File: config.mk
export PLATFORM = sky130hd
export DESIGN_NAME = tmrc_top
export DESIGN_NICKNAME = d
export VERILOG_FILES = /design/src/rtl/tmrc_pkg.sv /design/src/rtl/tmrc_top.sv /design/src/rtl/tmrc_prescaler.sv
export VERILOG_INCLUDE_DIRS = /design/src /design/src/rtl
export SDC_FILE = /design/constraint.sdc
export NUM_CORES = 1
export LEC_CHECK = 0
export BUFFER_PORTS_ARGS = -buffer_cell sky130_fd_sc_hd__buf_2
export CAP_MARGIN = 40
export CORE_AREA = 2 2 104 106
export CTS_CLUSTER_SIZE = 8
export DETAILED_ROUTE_END_ITERATION = 7
export DIE_AREA = 0 0 106 108
export GPL_TIMING_DRIVEN = 0
export SYNTH_ARGS = -nofsm -noshare
export SYNTH_HDL_FRONTEND = slang
export SYNTH_HIERARCHICAL = 1
export SYNTH_SLANG_ARGS = --single-unit
File: constraint.sdc
create_clock -name pclk -period 6.6 [get_ports pclk]
set_clock_uncertainty 0.1 [all_clocks]
set_input_delay 0.66 -clock pclk [delete_from_list [all_inputs] [get_ports pclk]]
set_output_delay 0.66 -clock pclk [all_outputs]
set_load 0.02 [all_outputs]
File: src/rtl/tmrc_regs.svh
`ifndef TMRC_REGS_SVH
`define TMRC_REGS_SVH

// register indices; the byte address is four times the index
`define TMRC_IDX_COUNT       10'h001
`define TMRC_IDX_OPTION      10'h081
`define TMRC_IDX_INTCTL      10'h00B
`define TMRC_ADDR_COUNT      {`TMRC_IDX_COUNT, 2'b00}
`define TMRC_ADDR_OPTION     {`TMRC_IDX_OPTION, 2'b00}
`define TMRC_ADDR_INTCTL     {`TMRC_IDX_INTCTL, 2'b00}

// option register fields
`define TMRC_OPT_CSS         5
`define TMRC_OPT_SES         4
`define TMRC_OPT_PSA         3
`define TMRC_OPT_RATE_MSB    2
`define TMRC_OPT_RATE_LSB    0

// interrupt control fields
`define TMRC_INT_GIE         7
`define TMRC_INT_EN          5
`define TMRC_INT_FLAG        2

// reset values
`define TMRC_CNT_RESET       8'h00
`define TMRC_OPT_RESET       8'hFF
`define TMRC_INT_RESET       8'h00

// timing: clock rate, instruction cycle time and derived counts
`define TMRC_CLK_MHZ         10
`define TMRC_TCY_NS          400
`define TMRC_TCY_CYCLES      ((`TMRC_TCY_NS * `TMRC_CLK_MHZ) / 1000)
`define TMRC_INHIBIT_TCY     2

`endif

File: src/rtl/tmrc_pkg.sv
package tmrc_pkg;

    // one register byte
    typedef logic [7:0] tmrc_byte_t;

    // owner of the shared prescaler
    typedef enum logic {
        TMRC_OWNER_COUNTER,
        TMRC_OWNER_WATCHDOG
    } tmrc_owner_e;

    // increment inhibit sequence after a count write
    typedef enum logic [1:0] {
        TMRC_INH_IDLE,
        TMRC_INH_ONE,
        TMRC_INH_TWO
    } tmrc_inh_e;

endpackage

File: src/rtl/tmrc_top.sv
`timescale 1ns/1ps
`include "tmrc_regs.svh"

// How it works
// - eight-bit readable writable counter wraps to zero
// - clock source clear: count instruction cycles
// - count write blocks increments two cycles
// - clock source set: count external pin edges
// - edge select: clear rising, set falling
// - rollover sets overflow flag, bit two
// - enable bit five clear masks request
// - sleep stops the timer, no wake
// - prescaler owned by counter or watchdog
// - prescaler is hidden eight-bit divider
// - assign bit, rate bits: 1:2 to 1:256 for the counter, 1:1 to 1:128 for the watchdog
// - count write clears prescaler when the counter owns it, keeps owner
module tmrc_top
    import tmrc_pkg::*;
#(
    parameter int PRESCALE_WIDTH = 8,
    parameter int TCY_CYCLES     = `TMRC_TCY_CYCLES
) (
    // clock and reset
    input  wire logic        pclk,
    input  wire logic        presetn,
    // apb slave
    input  wire logic        psel,
    input  wire logic        penable,
    input  wire logic        pwrite,
    input  wire logic [11:0] paddr,
    input  wire logic [31:0] pwdata,
    output logic [31:0]      prdata,
    output logic             pready,
    output logic             pslverr,
    // external pulse source
    input  wire logic        external_count_input,
    // core power state
    input  wire logic        sleep_mode,
    // watchdog side of the shared prescaler
    input  wire logic        watchdog_timer_tick,
    input  wire logic        watchdog_timer_clear,
    output logic             watchdog_timer_tick_out,
    // interrupt request
    output logic             irq
);

    // ------------------------------------------------------------------
    // declarations
    // ------------------------------------------------------------------
    tmrc_byte_t      count_register_reg;     // the counter itself
    tmrc_byte_t      option_reg;             // source, edge, owner, rate
    tmrc_byte_t      interrupt_control_reg;  // enables and overflow flag
    tmrc_inh_e       inh_state_reg;          // increment inhibit state
    tmrc_inh_e       inh_state_next;         // its next value
    logic [7:0]      tcy_div_reg;            // instruction cycle divider
    logic            tcy_en_reg;             // one pulse per instruction cycle
    logic            ext_prev_reg;           // last sample of the count pin
    logic            ext_rise;               // low to high on the pin
    logic            ext_fall;               // high to low on the pin
    logic            source_tick;            // raw tick from selected source
    logic            presc_in;               // tick fed to the prescaler
    logic            presc_out;              // divided tick
    logic            presc_clear;            // prescaler count clear
    logic            count_tick;             // tick that reaches the counter
    logic            count_inc;              // counter really increments
    logic            overflow;               // rollover this cycle
    tmrc_owner_e     owner;                  // prescaler owner
    logic            clock_source_select;    // external pin when set
    logic            source_edge_select;     // falling edge when set
    logic            prescaler_assign;       // watchdog owns prescaler when set
    logic [2:0]      prescale_rate;          // ratio code
    logic            overflow_flag;          // sticky rollover flag
    logic            overflow_int_enable;    // flag may raise the request
    logic            apb_setup;              // setup cycle of a transfer
    logic            apb_access;             // completing access cycle
    logic            wr_ok;                  // write to a mapped register
    logic            wr_count;               // write hits the counter
    logic            wr_option;              // write hits the option register
    logic            wr_intctl;              // write hits interrupt control

    // ------------------------------------------------------------------
    // address decode, used by the error answer
    // ------------------------------------------------------------------
    function automatic logic addr_known(input logic [11:0] a);
        return (a == `TMRC_ADDR_COUNT) || (a == `TMRC_ADDR_OPTION) || (a == `TMRC_ADDR_INTCTL);
    endfunction

    // ------------------------------------------------------------------
    // field views of the option and interrupt control registers
    // ------------------------------------------------------------------
    assign clock_source_select = option_reg[`TMRC_OPT_CSS];
    assign source_edge_select  = option_reg[`TMRC_OPT_SES];
    assign prescaler_assign    = option_reg[`TMRC_OPT_PSA];
    assign prescale_rate       = option_reg[`TMRC_OPT_RATE_MSB:`TMRC_OPT_RATE_LSB];
    assign overflow_flag       = interrupt_control_reg[`TMRC_INT_FLAG];
    assign overflow_int_enable = interrupt_control_reg[`TMRC_INT_EN];

    // ------------------------------------------------------------------
    // apb phase decode
    // ------------------------------------------------------------------
    // setup cycle: request presented, answer prepared
    assign apb_setup  = psel & ~penable;
    // access cycle: pready is already high, so this edge completes it
    assign apb_access = psel & penable & pready;
    // writes land only on a mapped register
    assign wr_ok      = apb_access & pwrite & ~pslverr;
    assign wr_count   = wr_ok & (paddr == `TMRC_ADDR_COUNT);
    assign wr_option  = wr_ok & (paddr == `TMRC_ADDR_OPTION);
    assign wr_intctl  = wr_ok & (paddr == `TMRC_ADDR_INTCTL);

    // ------------------------------------------------------------------
    // apb answer: one setup and one access cycle, no wait states
    // ------------------------------------------------------------------
    always_ff @(posedge pclk or negedge presetn) begin
        if (!presetn) begin
            pready  <= 1'b0;
            pslverr <= 1'b0;
        end else begin
            // ready and error stand for the access cycle only
            pready  <= apb_setup;
            pslverr <= apb_setup & ~addr_known(paddr);
        end
    end

    // read data captured in the setup cycle
    always_ff @(posedge pclk or negedge presetn) begin
        if (!presetn) begin
            prdata <= 32'h0000_0000;
        end else if (apb_setup && !pwrite) begin
            case (paddr)
                `TMRC_ADDR_COUNT:  prdata <= {24'h00_0000, count_register_reg};
                `TMRC_ADDR_OPTION: prdata <= {24'h00_0000, option_reg};
                `TMRC_ADDR_INTCTL: prdata <= {24'h00_0000, interrupt_control_reg};
                // unmapped reads return zero
                default:           prdata <= 32'h0000_0000;
            endcase
        end
    end

    // ------------------------------------------------------------------
    // instruction cycle enable; held still during sleep
    // ------------------------------------------------------------------
    always_ff @(posedge pclk or negedge presetn) begin
        if (!presetn) begin
            tcy_div_reg <= 8'h00;
            tcy_en_reg  <= 1'b0;
        end else if (sleep_mode) begin
            tcy_en_reg  <= 1'b0;
        end else if (tcy_div_reg == 8'(TCY_CYCLES - 1)) begin
            // last clock of the cycle: pulse and restart
            tcy_div_reg <= 8'h00;
            tcy_en_reg  <= 1'b1;
        end else begin
            tcy_div_reg <= tcy_div_reg + 8'h01;
            tcy_en_reg  <= 1'b0;
        end
    end

    // ------------------------------------------------------------------
    // count pin edge detection; the pin is synchronous to pclk
    // ------------------------------------------------------------------
    always_ff @(posedge pclk or negedge presetn) begin
        if (!presetn) begin
            ext_prev_reg <= 1'b0;
        end else begin
            ext_prev_reg <= external_count_input;
        end
    end

    // edges seen between two consecutive samples
    assign ext_rise = external_count_input & ~ext_prev_reg;
    assign ext_fall = ~external_count_input & ext_prev_reg;

    // ------------------------------------------------------------------
    // source select and prescaler routing
    // ------------------------------------------------------------------
    always_comb begin
        source_tick = 1'b0;
        if (sleep_mode) begin
            source_tick = 1'b0;
        end else if (clock_source_select) begin
            source_tick = source_edge_select ? ext_fall : ext_rise;
        end else begin
            source_tick = tcy_en_reg;
        end
    end

    assign owner       = prescaler_assign ? TMRC_OWNER_WATCHDOG : TMRC_OWNER_COUNTER;
    // the owner's ticks go through the divider, the other bypasses it
    assign presc_in    = (owner == TMRC_OWNER_COUNTER) ? source_tick : watchdog_timer_tick;
    assign count_tick  = (owner == TMRC_OWNER_COUNTER) ? presc_out : source_tick;
    assign presc_clear = ((owner == TMRC_OWNER_COUNTER) && wr_count) ||
                         ((owner == TMRC_OWNER_WATCHDOG) && watchdog_timer_clear);

    // shared divider
    tmrc_prescaler #(
        .WIDTH     (PRESCALE_WIDTH)
    ) u_prescaler (
        .pclk      (pclk),
        .presetn   (presetn),
        .tick_in   (presc_in),
        .clear_cnt (presc_clear),
        .rate      (prescale_rate),
        .owner     (owner),
        .tick_out  (presc_out)
    );

    // watchdog tick, divided or not, registered for the output
    always_ff @(posedge pclk or negedge presetn) begin
        if (!presetn) begin
            watchdog_timer_tick_out <= 1'b0;
        end else begin
            watchdog_timer_tick_out <= (owner == TMRC_OWNER_WATCHDOG) ? presc_out : watchdog_timer_tick;
        end
    end

    // ------------------------------------------------------------------
    // increment inhibit after a counter write
    // ------------------------------------------------------------------
    always_comb begin
        inh_state_next = inh_state_reg;
        if (wr_count) begin
            inh_state_next = TMRC_INH_TWO;
        end else if (tcy_en_reg) begin
            case (inh_state_reg)
                TMRC_INH_TWO:  inh_state_next = TMRC_INH_ONE;
                TMRC_INH_ONE:  inh_state_next = TMRC_INH_IDLE;
                TMRC_INH_IDLE: inh_state_next = TMRC_INH_IDLE;
                default:       inh_state_next = TMRC_INH_IDLE;
            endcase
        end
    end

    // inhibit state register
    always_ff @(posedge pclk or negedge presetn) begin
        if (!presetn) begin
            inh_state_reg <= TMRC_INH_IDLE;
        end else begin
            inh_state_reg <= inh_state_next;
        end
    end

    assign count_inc = count_tick & (inh_state_reg == TMRC_INH_IDLE) & ~wr_count;
    assign overflow  = count_inc & (count_register_reg == 8'hFF);

    // ------------------------------------------------------------------
    // counter; a software write wins over a tick
    // ------------------------------------------------------------------
    always_ff @(posedge pclk or negedge presetn) begin
        if (!presetn) begin
            count_register_reg <= `TMRC_CNT_RESET;
        end else if (wr_count) begin
            count_register_reg <= pwdata[7:0];
        end else if (count_inc) begin
            count_register_reg <= count_register_reg + 8'h01;
        end
    end

    // ------------------------------------------------------------------
    // option register: source, edge, owner and rate
    // ------------------------------------------------------------------
    always_ff @(posedge pclk or negedge presetn) begin
        if (!presetn) begin
            option_reg <= `TMRC_OPT_RESET;
        end else if (wr_option) begin
            option_reg <= pwdata[7:0];
        end
    end

    // ------------------------------------------------------------------
    // interrupt control: plain bits plus the sticky overflow flag
    // ------------------------------------------------------------------
    always_ff @(posedge pclk or negedge presetn) begin
        if (!presetn) begin
            interrupt_control_reg <= `TMRC_INT_RESET;
        end else begin
            if (wr_intctl) begin
                // every bit but the flag is plain read/write
                interrupt_control_reg[7:3] <= pwdata[7:3];
                interrupt_control_reg[1:0] <= pwdata[1:0];
            end
            if (overflow) begin
                interrupt_control_reg[`TMRC_INT_FLAG] <= 1'b1;
            end else if (wr_intctl && pwdata[`TMRC_INT_FLAG]) begin
                interrupt_control_reg[`TMRC_INT_FLAG] <= 1'b0;
            end
        end
    end

    // ------------------------------------------------------------------
    // interrupt request, registered
    // ------------------------------------------------------------------
    always_ff @(posedge pclk or negedge presetn) begin
        if (!presetn) begin
            irq <= 1'b0;
        end else begin
            irq <= overflow_flag & overflow_int_enable;
        end
    end

endmodule

File: src/rtl/tmrc_prescaler.sv
`timescale 1ns/1ps

// shared divider, counts input ticks and emits one tick per ratio period
module tmrc_prescaler
    import tmrc_pkg::*;
#(
    parameter int WIDTH = 8
) (
    // clock and reset
    input  wire logic        pclk,
    input  wire logic        presetn,
    // control
    input  wire logic        tick_in,
    input  wire logic        clear_cnt,
    input  wire logic [2:0]  rate,
    input  tmrc_owner_e      owner,
    // divided tick
    output logic             tick_out
);

    logic [WIDTH-1:0] count_reg;   // divider count, invisible to software
    logic [WIDTH-1:0] tap_mask;    // low bits that must all be set

    // low bits that must be ones; counter owner starts at 1:2, watchdog at 1:1
    function automatic logic [WIDTH-1:0] mask_of(input logic [2:0] r, input tmrc_owner_e o);
        logic [WIDTH-1:0] m;
        m = '0;
        for (int i = 0; i < WIDTH; i++) begin
            if (o == TMRC_OWNER_WATCHDOG) begin
                m[i] = (i < int'(r));
            end else begin
                m[i] = (i <= int'(r));
            end
        end
        return m;
    endfunction

    // ratio taps
    assign tap_mask = mask_of(rate, owner);
    assign tick_out = tick_in & ((count_reg & tap_mask) == tap_mask);

    // divider count; a clear wins over a tick
    always_ff @(posedge pclk or negedge presetn) begin
        if (!presetn) begin
            count_reg <= '0;
        end else if (clear_cnt) begin
            count_reg <= '0;
        end else if (tick_in) begin
            count_reg <= count_reg + 1'b1;
        end
    end

endmodule

# Word-level counts from Yosys, hierarchy flattened
# Index checks and enable logic that the tools add are counted.
[totals]
word_cells = 103
regBits = 80
output_inout_bits = 36
[op_classes]
bitwise = 24
addsub = 3
n_mux = 28
order_cmp = 14
reduce_logical = 13
eq_ne = 7
[op_table]
columns = ["op", "n"]
rows = [
  ["2-to-1 mux 8 bit", 5],
  ["adder 8 x 1 -> 8 bit (second input constant)", 3],
  ["one-hot mux 8 bit (3 select lines)", 1],
  ["2-to-1 mux 1 bit", 20],
  ["bitwise AND 1 bit", 16],
  ["equality test 12 x 10 -> 1 bit (second input constant)", 1],
  ["equality test 12 x 3 -> 1 bit (second input constant)", 1],
  ["equality test 12 x 6 -> 1 bit (second input constant)", 1],
  ["less-or-equal comparator 3 bit (first input constant)", 4],
  ["less-than comparator 3 bit (first input constant)", 3],
  ["bitwise AND 8 bit", 1],
  ["equality test 8 x 2 -> 1 bit (second input constant)", 1],
  ["equality test 8 bit", 1],
  ["equality test 8 bit (second input constant)", 1],
  ["nonzero test 2 bit", 4],
  ["inverter 1 bit", 7],
  ["less-or-equal comparator 2 x 3 -> 1 bit (first input constant)", 2],
  ["less-than comparator 1 x 3 -> 1 bit (first input constant)", 2],
  ["less-than comparator 2 x 3 -> 1 bit (first input constant)", 2],
  ["logical AND 1 bit", 4],
  ["2-to-1 mux 2 bit", 2],
  ["less-or-equal comparator 1 x 3 -> 1 bit (first input constant)", 1],
  ["logical OR 1 bit", 3],
  ["equality test 2 bit (second input constant)", 1],
  ["2 further kinds", 2],
]

# Longest topological paths before layout
# Gate-level depths: netlist (run 1).
[depth]
word_depth = 12
depth_mapped = 10
mapped_depth_nobuf = 9

# Hierarchy
# The synthesis (run 1) kept the hierarchy.
[by_module_without_submodules]
columns = ["module", "instances", "cells_per_inst", "area_per_inst_um2"]
rows = [
  ["tmrc_top", 1, 235, 2527.4],
  ["tmrc_prescaler", 1, 55, 510.5],
]

# Worst setup path after synthesis (run 1)
# OpenSTA, ideal clock, no wires.
[synth_timing]
path_type = "input to register"
from = "input port external_count_input"
to = "register count_register_reg[6]"
setup_slack_ns = 3.568
setup_ns = 0.124
t_arrival_ns = 2.808
t_required_ns = 6.376
cell_stages = 10
path_cell_list = "or3b_4 > a311oi_1 > a21o_1 > buf_2 > o221ai_1 > a211oi_1 > nor2b_1 > o211ai_1 > o21a_1 > o31a_1"
[synth_via]
elab_chain_len = 11
word_cells_on_any_way = 12
[synth_rtl]
columns = ["element", "line_no", "rtl"]
rows = [
  ["start, declared", "tmrc_top.sv:36", "input wire logic external_count_input,"],
  ["inverter 1 bit", "tmrc_top.sv:172", "assign ext_fall = ~external_count_input & ext_prev_reg;"],
  ["bitwise AND 1 bit", "tmrc_top.sv:172", ""],
  ["2-to-1 mux 1 bit *", "tmrc_top.sv:182", "source_tick = source_edge_select ? ext_fall : ext_rise;"],
  ["2-to-1 mux 1 bit *", "tmrc_top.sv:181", "end else if (clock_source_select) begin"],
  ["2-to-1 mux 1 bit *", "tmrc_top.sv:179", "if (sleep_mode) begin"],
  ["2-to-1 mux 1 bit *", "tmrc_top.sv:190", "assign presc_in = (owner == TMRC_OWNER_COUNTER) ? source_tick : watchdog_timer_tick;"],
  ["named net presc_in", "tmrc_top.sv:61", "logic presc_in;"],
  ["bitwise AND 1 bit *", "tmrc_prescaler.sv:40", "assign tick_out = tick_in & ((count_reg & tap_mask) == tap_mask);"],
  ["named net presc_out", "tmrc_top.sv:62", "logic presc_out;"],
  ["2-to-1 mux 1 bit *", "tmrc_top.sv:191", "assign count_tick = (owner == TMRC_OWNER_COUNTER) ? presc_out : source_tick;"],
  ["bitwise AND 1 bit * (2 in a row)", "tmrc_top.sv:243", "assign count_inc = count_tick & (inh_state_reg == TMRC_INH_IDLE) & ~wr_count;"],
  ["nonzero test 2 bit (no source line) *", "--", ""],
  ["end signal, assigned", "tmrc_top.sv:251", "count_register_reg <= `TMRC_CNT_RESET;"],
  ["end signal, assigned", "tmrc_top.sv:253", "count_register_reg <= pwdata[7:0];"],
  ["end signal, assigned", "tmrc_top.sv:255", "count_register_reg <= count_register_reg + 8'h01;"],
  ["end, declared", "tmrc_top.sv:50", "tmrc_byte_t count_register_reg;"],
]
# Mark *: on every way through the listed nets, which the timed path passes. The rest lies on a longest branch.
# A chain may end at the register's enable or synchronous reset.

# Final worst setup path (run 1)
# Same ends and word-level chain as after synthesis.

==> results of run 1 <==
-- final cells by class --
| type | count | area share |
|---|---|---|
| Inverter | 4 | 0.00414 |
| Clock inverter | 3 | 0.0128 |
| Buffer | 33 | 0.0634 |
| Sequential cell | 56 | 0.389 |
| Multi-Input combinational cell | 220 | 0.404 |
| Tap cell | 136 | 0.0469 |
| Timing Repair Buffer | 41 | 0.0607 |
| Clock buffer | 5 | 0.0190 |
-- cell families (layout without fill, tap and decap cells) --
logic type,Yosys count,in the layout
other,1,24
muxes,26,26
AOI/OAI and AO/OA,50,50
buffers and inverters,37,86
adders and majority gates,3,3
xor gates and xnor gates,17,17
and+or+nand+nor,100,100
DFF,56,56
-- metal layers --
layer,GRT usage,up-vias
li1,-,1122
met1,0.146,1048
met2,0.195,39
met3,0.0235,8
met4,0.0357,0
met5,0,-
-- cell usage in the layout, fill, tap and decap left out, types with 6 or more instances in the layout --
cell	netlist	routed
conb_1	1	24
dfrtp_1	48	48
dfstp_2	8	8
nor2_1	18	18
a21oi_1	6	6
nand2_1	26	26
buf_4	25	25
mux2_2	16	16
mux2i_1	10	10
nand2b_1	6	6
xor2_1	7	7
o21ai_0	18	18
buf_2	4	44
xnor2_1	10	10
a22o_1	8	8
-- critical path: stages --
cell and delay (ns):
buf_2 0.10, or3b_4 0.39, a311oi_1 0.27, a21o_1 0.11, buf_2 0.18, o221ai_1 0.13
a211oi_1 0.30, nor2b_1 0.34, o211ai_1 0.25, o21a_1 0.23, o31a_1 0.26
-- per-stage QoR --
step	setup WS [ns]	power, W	util	instance area, um2
finish	3.46	0.000768	0.355	3630
global route	3.24	0.000813	0.355	3630
CTS	3.44	0.000780	0.355	3630
detailed placement	3.13	0.000549	0.344	3510
global placement	3.12	0.000542	0.342	3490
floorplan	3.57	0.000506	-	3120
-- power by group through the flow --
stage               logic [W]  registers (W)  clock network [W]
floorplan           0.0000924       0.000414                  0
global placement     0.000120       0.000422                  0
detailed placement   0.000126       0.000423                  0
CTS                  0.000126       0.000417           0.000236
global route         0.000141       0.000423           0.000250
finish               0.000124       0.000417           0.000227
-- worst max path at each step --
stage,startpoint,end,slack (ns),cells after the start
finish,external_count_input,count_register_reg[6],3.46,11
CTS,external_count_input,count_register_reg[6],3.44,11
floorplan,external_count_input,count_register_reg[6],3.57,10
global route,external_count_input,count_register_reg[6],3.24,11
global placement,external_count_input,count_register_reg[6],3.12,11
detailed placement,external_count_input,count_register_reg[6],3.13,11
==> results.ini, run 1 <==
[yosys]
synth_most_common_cell=dfrtp_1
ys_types=54
synthFlopType=dfrtp_1
synth_top_cell_area_share=0.395
synth_fa_ha_area_frac=0.0124
synthCells=290
synth-async-reset-ratio=1.00
synthTopCellsByArea=dfrtp_1 40%, dfstp_2 6.9%, buf_4 6.2%
synthXorXnorAreaFrac=0.0490
ys_top_cells_by_count=48 x dfrtp_1, 26 x nand2_1, 25 x buf_4
ys_warn_count=6
yosys.area.top_type=dfrtp_1
synth_top_family_by_area=simple AND/OR/NAND/NOR gates
ys_ff_latch=56
synthSimpleGateAreaFrac=0.183
ys_seq_area_frac=0.465
synth_mux_area_frac=0.0923
netlist_area_um2=3040
synth_compound_area_frac=0.117
synth-edff-count=0
syn_area_per_cell_um2=10.5

[critical_path]
setup.worst_path.start_class=input pin
cp.required_ns=6.69
reg2reg_to=count_register_reg[6]
r2r_start=option_reg[4]
worstRegToRegCells=10
cp.arrival_ns=3.23
criticalPathCategory=in2reg
r2r_setup_slack_ns=3.50
path_max_fanout=7
end_kind=flip-flop

[finish]
syn_to_final_growth_pct=19.5
n_antenna_cell=0
fillers=1039
layoutNonFillerInstCount=498
multi_input_area_um2=1470
ff_latch_area_um2=1410
nNetsFinal=417
drive_gt1_frac=0.307

[timing]
maxSlewViolCount=0
finalCriticalPeriod_ns=3.14
final_hold_viol_count=0
worst_slew_pin_slew_ns=0.692
max_freq_ghz=0.319
rsz0062_at_grt=false
holdWs_ns=0.285
setup_viol=0
post-route-period-util=0.476
slew_headroom=0.534
finalSetupTns_ns=0

[run]
maxCapViolCount=0

[routing]
num_vias=2217
highest_layer=met4
wl_per_cell_um=12.3
wl_met1_um=2800
wl_met2_um=2990
drc=0
dr.pass1.iters=4
wl_um=6140
vias_per_cell=4.45
drt-initial-drc-count=74
ant_nets=0
dr_wl_met3_um=248

[die]
io_pins=89
die_w_um=106
row_count=37
fp.coreArea_um2=10200
die_area_um2=11400
initial_core_util=0.297
die_h_um=108

[pwr]
intPower_w=0.000552
pwr-share-clk=0.295
leakage_nw=1.72
ir_worst_vdd_uv=85.9
switching_share=0.281
switchingPower_w=0.000216
seqPwrFrac=0.543
p_per_area_nw_per_um2=212
p_comb_frac=0.162

[clocking]
cts_tree=done
ctsHoldBuffers=0
cts.repair.resized=0
path_clk_slew_ns=0.09
cts_sinks=56
clkLatencyLatePin_ns=0.31
root_buffer=clkbuf_8
cts-htree-levels=2
cts_made_buffers=5
cts_setup_buffers=0
cts_buffer_depth=2

[outcome]
outcome=finished clean

[min_path]
hold_path_class=in2async

[grt]
antenna_found_initial=0
first_global_vias=2220
grt_overflow=0
grt_max_degree=30
grt_pass1_wl_um=10400
grt_use_total=0.114

[placed_design]
place_congestion=0.787
dpl.hpwl_um=4800
numPortBuffers=40
dp.cells=490

No activity file was read; power rests on OpenSTA's default activity.
==> run 2: changes to the inputs <==
==> constraint.sdc (replaced) <==
create_clock -name pclk -period 3.1 [get_ports pclk]
set_clock_uncertainty 0.1 [all_clocks]
set_input_delay 0.31 -clock pclk [delete_from_list [all_inputs] [get_ports pclk]]
set_output_delay 0.31 -clock pclk [all_outputs]
set_load 0.02 [all_outputs]
==> run 2 against run 1 <==
  * Wire length is 0.41% higher
  * Register-to-register slack worse by 3.2 ns
  * Core utilization is 0.35 points higher
  * Critical path depth is 1 lower
  * Cell count is 0.40% higher
  * Sequential power is 110% higher
  * Via count is 1.5% higher
  * Final area is 1.0% higher
  * Count of clock-buffer cells in the layout stayed put
  * Setup slack worse by 3.2 ns
  * Die area stayed put
  * Critical path type is now reg2reg
==> results.ini, run 2 (synthesized netlist as in run 1, its figures left out) <==
[placed_design]
placed_cell_area_um2=3510  ; unchanged
dp.cells=490  ; unchanged
numPortBuffers=40  ; unchanged
dpl.hpwl_um=4800  ; unchanged
place_congestion=0.787  ; unchanged

[timing]
worst_slew_pin_slew_ns=0.699  ; was 0.692 ns
holdWs_ns=0.0300  ; was 0.285 ns
max_freq_ghz=0.351
finalCriticalPeriod_ns=2.85
maxSlewViolCount=0  ; unchanged
final_hold_viol_count=0  ; unchanged
rsz0062_at_grt=false  ; unchanged
finalSetupTns_ns=0  ; unchanged
setup_viol=0  ; unchanged
post-route-period-util=0.919
slew_headroom=0.532  ; was 0.534

[critical_path]
worstSetupStartpoint=option_reg[4]  ; was external_count_input
r2r_setup_slack_ns=0.25  ; was 3.50 ns
r2r_start=option_reg[4]  ; unchanged
setup.worst_path.start_class=flip-flop  ; was input pin
criticalPathCategory=reg2reg  ; was in2reg
worstRegToRegCells=10  ; unchanged
path_max_fanout=7  ; unchanged
crit_end=count_register_reg[6]  ; unchanged
end_kind=flip-flop  ; unchanged
cp.required_ns=3.19  ; was 6.69 ns
reg2reg_to=count_register_reg[6]  ; unchanged
cp.arrival_ns=2.94  ; was 3.23 ns

[clocking]
clkLatencyLatePin_ns=0.31  ; about the same
path_clk_slew_ns=0.11  ; was 0.09 ns
cts-htree-levels=2  ; unchanged
root_buffer=clkbuf_8  ; unchanged
cts_made_buffers=5  ; unchanged
cts_sinks=56  ; unchanged
cts_tree=done  ; unchanged
cts_buffer_depth=2  ; unchanged

[routing]
num_vias=2250  ; was 2217
drt-initial-drc-count=77  ; was 74
wl_per_cell_um=12.3  ; about the same
vias_per_cell=4.50  ; was 4.45
wl_um=6160  ; was 6140 um
ant_nets=0  ; unchanged
drc=0  ; unchanged
dr.pass1.iters=4  ; unchanged

[die]
io_pins=89  ; unchanged
die_h_um=108  ; unchanged
fp.coreArea_um2=10200  ; unchanged
die_w_um=106  ; unchanged
initial_core_util=0.297  ; unchanged
row_count=37  ; unchanged
die_area_um2=11400  ; unchanged

[finish]
layoutNonFillerInstCount=500  ; was 498
n_antenna_cell=0  ; unchanged
final_cell_mix=48 x dfrtp_1, 44 x buf_2, 26 x nand2_1, 26 x buf_4, 24 x conb_1  ; was 48 x dfrtp_1, 44 x buf_2, 26 x nand2_1
drive_gt1_frac=0.316  ; was 0.307
layout.cells.most_common=dfrtp_1  ; unchanged
post-route-util=0.358  ; was 0.355
nNetsFinal=419  ; was 417
design_area_um2=3670  ; was 3630 um2
ff_latch_area_um2=1410  ; unchanged
fillers=1035  ; was 1039
multi_input_area_um2=1490  ; was 1470 um2
syn_to_final_growth_pct=20.7  ; was 19.5%

[pwr]
ir_worst_vdd_uv=183  ; was 85.9 uV
leakage_nw=1.73  ; was 1.72 nW
p_per_area_nw_per_um2=446  ; was 212 nW/um2

[outcome]
outcome=finished clean  ; unchanged

[grt]
grt_overflow=0  ; unchanged
grt_pass1_wl_um=10500  ; was 10400 um
grt_max_degree=30  ; unchanged
first_global_vias=2227  ; was 2220
grt_use_total=0.114  ; about the same
antenna_found_initial=0  ; unchanged

[run]
maxCapViolCount=0  ; unchanged

[min_path]
min_from=external_count_input
hold_path_class=in2reg  ; was in2async

==> run 2: changes by cell type in the layout (fill, tap and decap cells not counted) <==
cell	before	now
a311oi_1	1	0
buf_4	25	26
dlygate4sd3_1	0	1
a211oi_2	0	1
nor2b_4	0	1
a211oi_1	1	0
nor2b_1	5	4
a311oi_2	0	1
==> run 2: final cells by class <==
type                    instances  area share
repair buffers                 43      0.0648
clock buffers                   5      0.0188
well taps                     136      0.0464
inverters                       4     0.00410
clock inverters                 3      0.0126
flip-flops and latches         56       0.385
plain buffers                  33      0.0628
multi-input cells             220       0.405
==> run 2: how the worst min path moves through the flow <==
| stage | depth (start not counted) | endpoint | slack, ns |
|---|---|---|---|
| detailed placement | 1 | interrupt_control_reg[7] | 0.29 |
| global placement | 1 | ext_prev_reg | 0.36 |
| CTS | 1 | ext_prev_reg | 0.02 |
| floorplan | 0 | count_register_reg[0] | -0.09 |
| global route | 1 | ext_prev_reg | 0.02 |
| finish | 1 | ext_prev_reg | 0.03 |
==> run 2: metal layers <==
metal  vias up  wire [um]  global-route usage
li1       1128          -                   -
met2        48       2990               0.196
met3         8        249              0.0235
met5         -          0                   0
met1      1066       2830               0.146
met4         0         99              0.0357
==> run 2: what timing repair did <==
item,4_1_cts,5_1_grt
endpoints found under the setup margin,1,5
pin swaps,0,1
cloned,0,0
hold buffers,1,0
resized for setup,1,3
buffers inserted,0,1
hold endpoints to repair,24,0
==> run 2: power breakdown <==
part / internal [W] / switching [W]
sequential: 0.000799 / 0.0000895
combinational: 0.000134 / 0.000132
clock: 0.000244 / 0.000237
total: 0.00118 / 0.000459
==> run 2: per-stage QoR <==
step,power (W),setup slack (ns)
after global placement,0.00115,-0.0316
after global routing,0.00173,0.0514
final,0.00164,0.251
after floorplan,0.00108,0.345
after detailed placement,0.00117,-0.0235
after CTS,0.00166,0.0688
==> run 2: critical path, cell delays in order (launching register included) <==
cell and delay, ns:
dfstp_2 0.40, or3b_4 0.42, a311oi_2 0.24, a21o_1 0.11, buf_2 0.18, o221ai_1 0.14, a211oi_2 0.25, nor2b_4 0.22
o211ai_1 0.18, o21a_1 0.23, o31a_1 0.27
==> run 3: changes to the inputs <==
==> constraint.sdc (replaced) <==
create_clock -name pclk -period 2.4 [get_ports pclk]
set_clock_uncertainty 0.1 [all_clocks]
set_input_delay 0.24 -clock pclk [delete_from_list [all_inputs] [get_ports pclk]]
set_output_delay 0.24 -clock pclk [all_outputs]
set_load 0.02 [all_outputs]
==> run 3 against run 2 <==
  * The flow now finishes with violations (hold timing, setup timing)
  * Register-to-register slack worse by 0.39 ns
  * Cell count is 1.8% higher
  * Sequential share of layout area shrank 1.1 points
  * Setup slack worse by 0.39 ns
  * Sequential cell count is the same
  * Total power rose by 30%
  * Wire length grew 5.4%
  * Combinational power up 34%
  * Critical path type unchanged
==> results.ini, run 3 (synthesized netlist as in run 1, its figures left out) <==
[critical_path]
criticalPathCategory=reg2reg  ; unchanged
critical-path-max-stage-delay_ns=0.43  ; was 0.42 ns
cp_cell_sequence=or3b_4 -> a311oi_2 -> a21o_1 -> o221ai_2 -> a211oi_2 -> nor2b_4 -> buf_4 -> o21ai_4 -> or4_4 -> nand3_1  ; was or3b_4 -> a311oi_2 -> a21o_1 -> buf_2 -> o221ai_1 -> a211oi_2 -> nor2b_4 -> o211ai_1 -> o21a_1 -> o31a_1
setup.worst_path.start_class=flip-flop  ; unchanged
end_kind=flip-flop  ; unchanged
cp.required_ns=2.56  ; was 3.19 ns
cp_slowest_cell=or4_4  ; was or3b_4
path_max_fanout=4  ; was 7
cp.arrival_ns=2.69  ; was 2.94 ns

[outcome]
violations=hold timing, setup timing
outcome=complete, but fails checks  ; was finished clean

[clocking]
cts_buffer_depth=2  ; unchanged
cts-htree-levels=2  ; unchanged
clkLatencyLatePin_ns=0.31  ; about the same
ctsHoldBuffers=2  ; was 1
cts_sinks=56  ; unchanged
root_buffer=clkbuf_8  ; unchanged
path_clk_slew_ns=0.10  ; was 0.11 ns
cts_tree=done  ; unchanged
cts_made_buffers=5  ; unchanged

[timing]
maxSlewViolCount=0  ; unchanged
finalSetupTns_ns=-0.582  ; was 0 ns
slew_headroom=0.494  ; was 0.532
finalCriticalPeriod_ns=2.54  ; was 2.85 ns
worst_slew_pin_slew_ns=0.753  ; was 0.699 ns
setup_viol=8  ; was 0
max_freq_ghz=0.394  ; was 0.351 GHz
final_hold_viol_count=1  ; was 0
post-route-period-util=1.06  ; was 0.919
holdWs_ns=-0.0420  ; was 0.0300 ns
rsz0062_at_grt=true  ; was false
fin_ws_ns=-0.136  ; was 0.251 ns

[placed_design]
dpl.hpwl_um=4810  ; was 4800 um
dp.cells=490  ; unchanged
placed_cell_area_um2=3550  ; was 3510 um2
place_congestion=0.799  ; was 0.787
numPortBuffers=40  ; unchanged

[grt]
use_met1=0.151  ; was 0.146
gr-usage-met3=0.0199  ; was 0.0235
grt_pass1_wl_um=11000  ; was 10500 um
met2_usage=0.208  ; was 0.196
grt_max_degree=30  ; unchanged
first_global_vias=2288  ; was 2227
grt_overflow=0  ; unchanged
grt_use_total=0.120  ; was 0.114
antenna_found_initial=0  ; unchanged
gr-max-usage-layer=met2  ; unchanged

[routing]
drc=0  ; unchanged
drt-initial-drc-count=77  ; unchanged
wl_per_cell_um=12.8  ; was 12.3 um
vias_per_cell=4.54  ; was 4.50
ant_nets=0  ; unchanged
wl_um=6490  ; was 6160 um
dr.pass1.iters=4  ; unchanged
num_vias=2313  ; was 2250

[finish]
n_antenna_cell=0  ; unchanged
layoutNonFillerInstCount=509  ; was 500
final_cell_mix=48 x dfrtp_1, 43 x buf_2, 34 x buf_4  ; was 48 x dfrtp_1, 44 x buf_2, 26 x nand2_1, 26 x buf_4, 24 x conb_1
layout.cells.most_common=dfrtp_1  ; unchanged
syn_to_final_growth_pct=24.3  ; was 20.7%
drive_gt1_frac=0.343  ; was 0.316
design_area_um2=3780  ; was 3670 um2
nNetsFinal=428  ; was 419

[min_path]
hold_path_class=in2reg  ; unchanged

[die]
io_pins=89  ; unchanged
die_area_um2=11400  ; unchanged
row_count=37  ; unchanged
initial_core_util=0.297  ; unchanged
fp.coreArea_um2=10200  ; unchanged
die_w_um=106  ; unchanged
die_h_um=108  ; unchanged

[pwr]
ir_worst_vdd_uv=288  ; was 183 uV
p_per_area_nw_per_um2=565  ; was 446 nW/um2
leakage_nw=1.78  ; was 1.73 nW

[run]
maxCapViolCount=0  ; unchanged

-- run 3: cell count changes in the layout (fill, tap and decap cells not counted), sizes merged --
cell	previous run	this run
buf	72	80
inv	5	4
clkinv	0	1
dlygate4sd3	1	2
-- run 3: worst max-delay path, delay by kind of cell (launching register included) --
kind	cells	cell delay (ns)
DFF	1	0.39
AOI/OAI and AO/OA	5	0.71
buffers and inverters	1	0.13
and+or+nand+nor	4	1.14
-- run 3: repair_timing --
item,in CTS,in global routing
buffers inserted,9,1
setup endpoints to repair,10,12
endpoints found under the hold margin,26,1
pin swaps,5,2
gates resized for setup,5,5
-- run 3: area by class of cell --
cell class              count  area, um2
clock inverters             3       42.5
well taps                 136        170
flip-flops and latches     56       1410
plain buffers              32        226
clock buffers               5       68.8
repair buffers             53        319
inverters                   4       15.0
fillers                  1023       6450
multi-input cells         220       1520
-- run 3: report_power, final --
group / total (W) / switching (W) / internal (W)
Sequential: 0.00115 / 0.000120 / 0.00103
Combinational: 0.000357 / 0.000177 / 0.000180
Clock: 0.000622 / 0.000312 / 0.000309
-- run 3: final timing paths --
kind	start	endpoint	slack, ns	cells after the start
max in group asynchronous	presetn	option_reg[3]	1.16	3
min in group asynchronous	presetn	interrupt_control_reg[6]	0.38	2
worst min register to register	tcy_div_reg[7]	tcy_div_reg[7]	0.38	1
worst max register to register	ext_prev_reg	count_register_reg[3]	-0.14	10
worst max-delay path	ext_prev_reg	count_register_reg[3]	-0.14	10
worst min-delay path	external_count_input	ext_prev_reg	-0.04	1
-- run 3: per-stage QoR --
stage / power, W / worst slack, ns / hold slack, ns / util
after floorplan: 0.00140 / -0.0520 / -0.156 / -
after global placement: 0.00150 / -0.334 / 0.274 / 0.345
after detailed placement: 0.00152 / -0.404 / 0.214 / 0.347
after CTS: 0.00215 / -0.229 / -0.0513 / 0.368
after global routing: 0.00226 / -0.265 / -0.0535 / 0.369
final: 0.00213 / -0.136 / -0.0420 / 0.369
-- run 3: per-layer routing --
metal / share of wire / vias to the layer above
met5: 0 / -
li1: - / 1139
met4: 0.016 / 0
met2: 0.50 / 43
met3: 0.031 / 11
met1: 0.45 / 1120
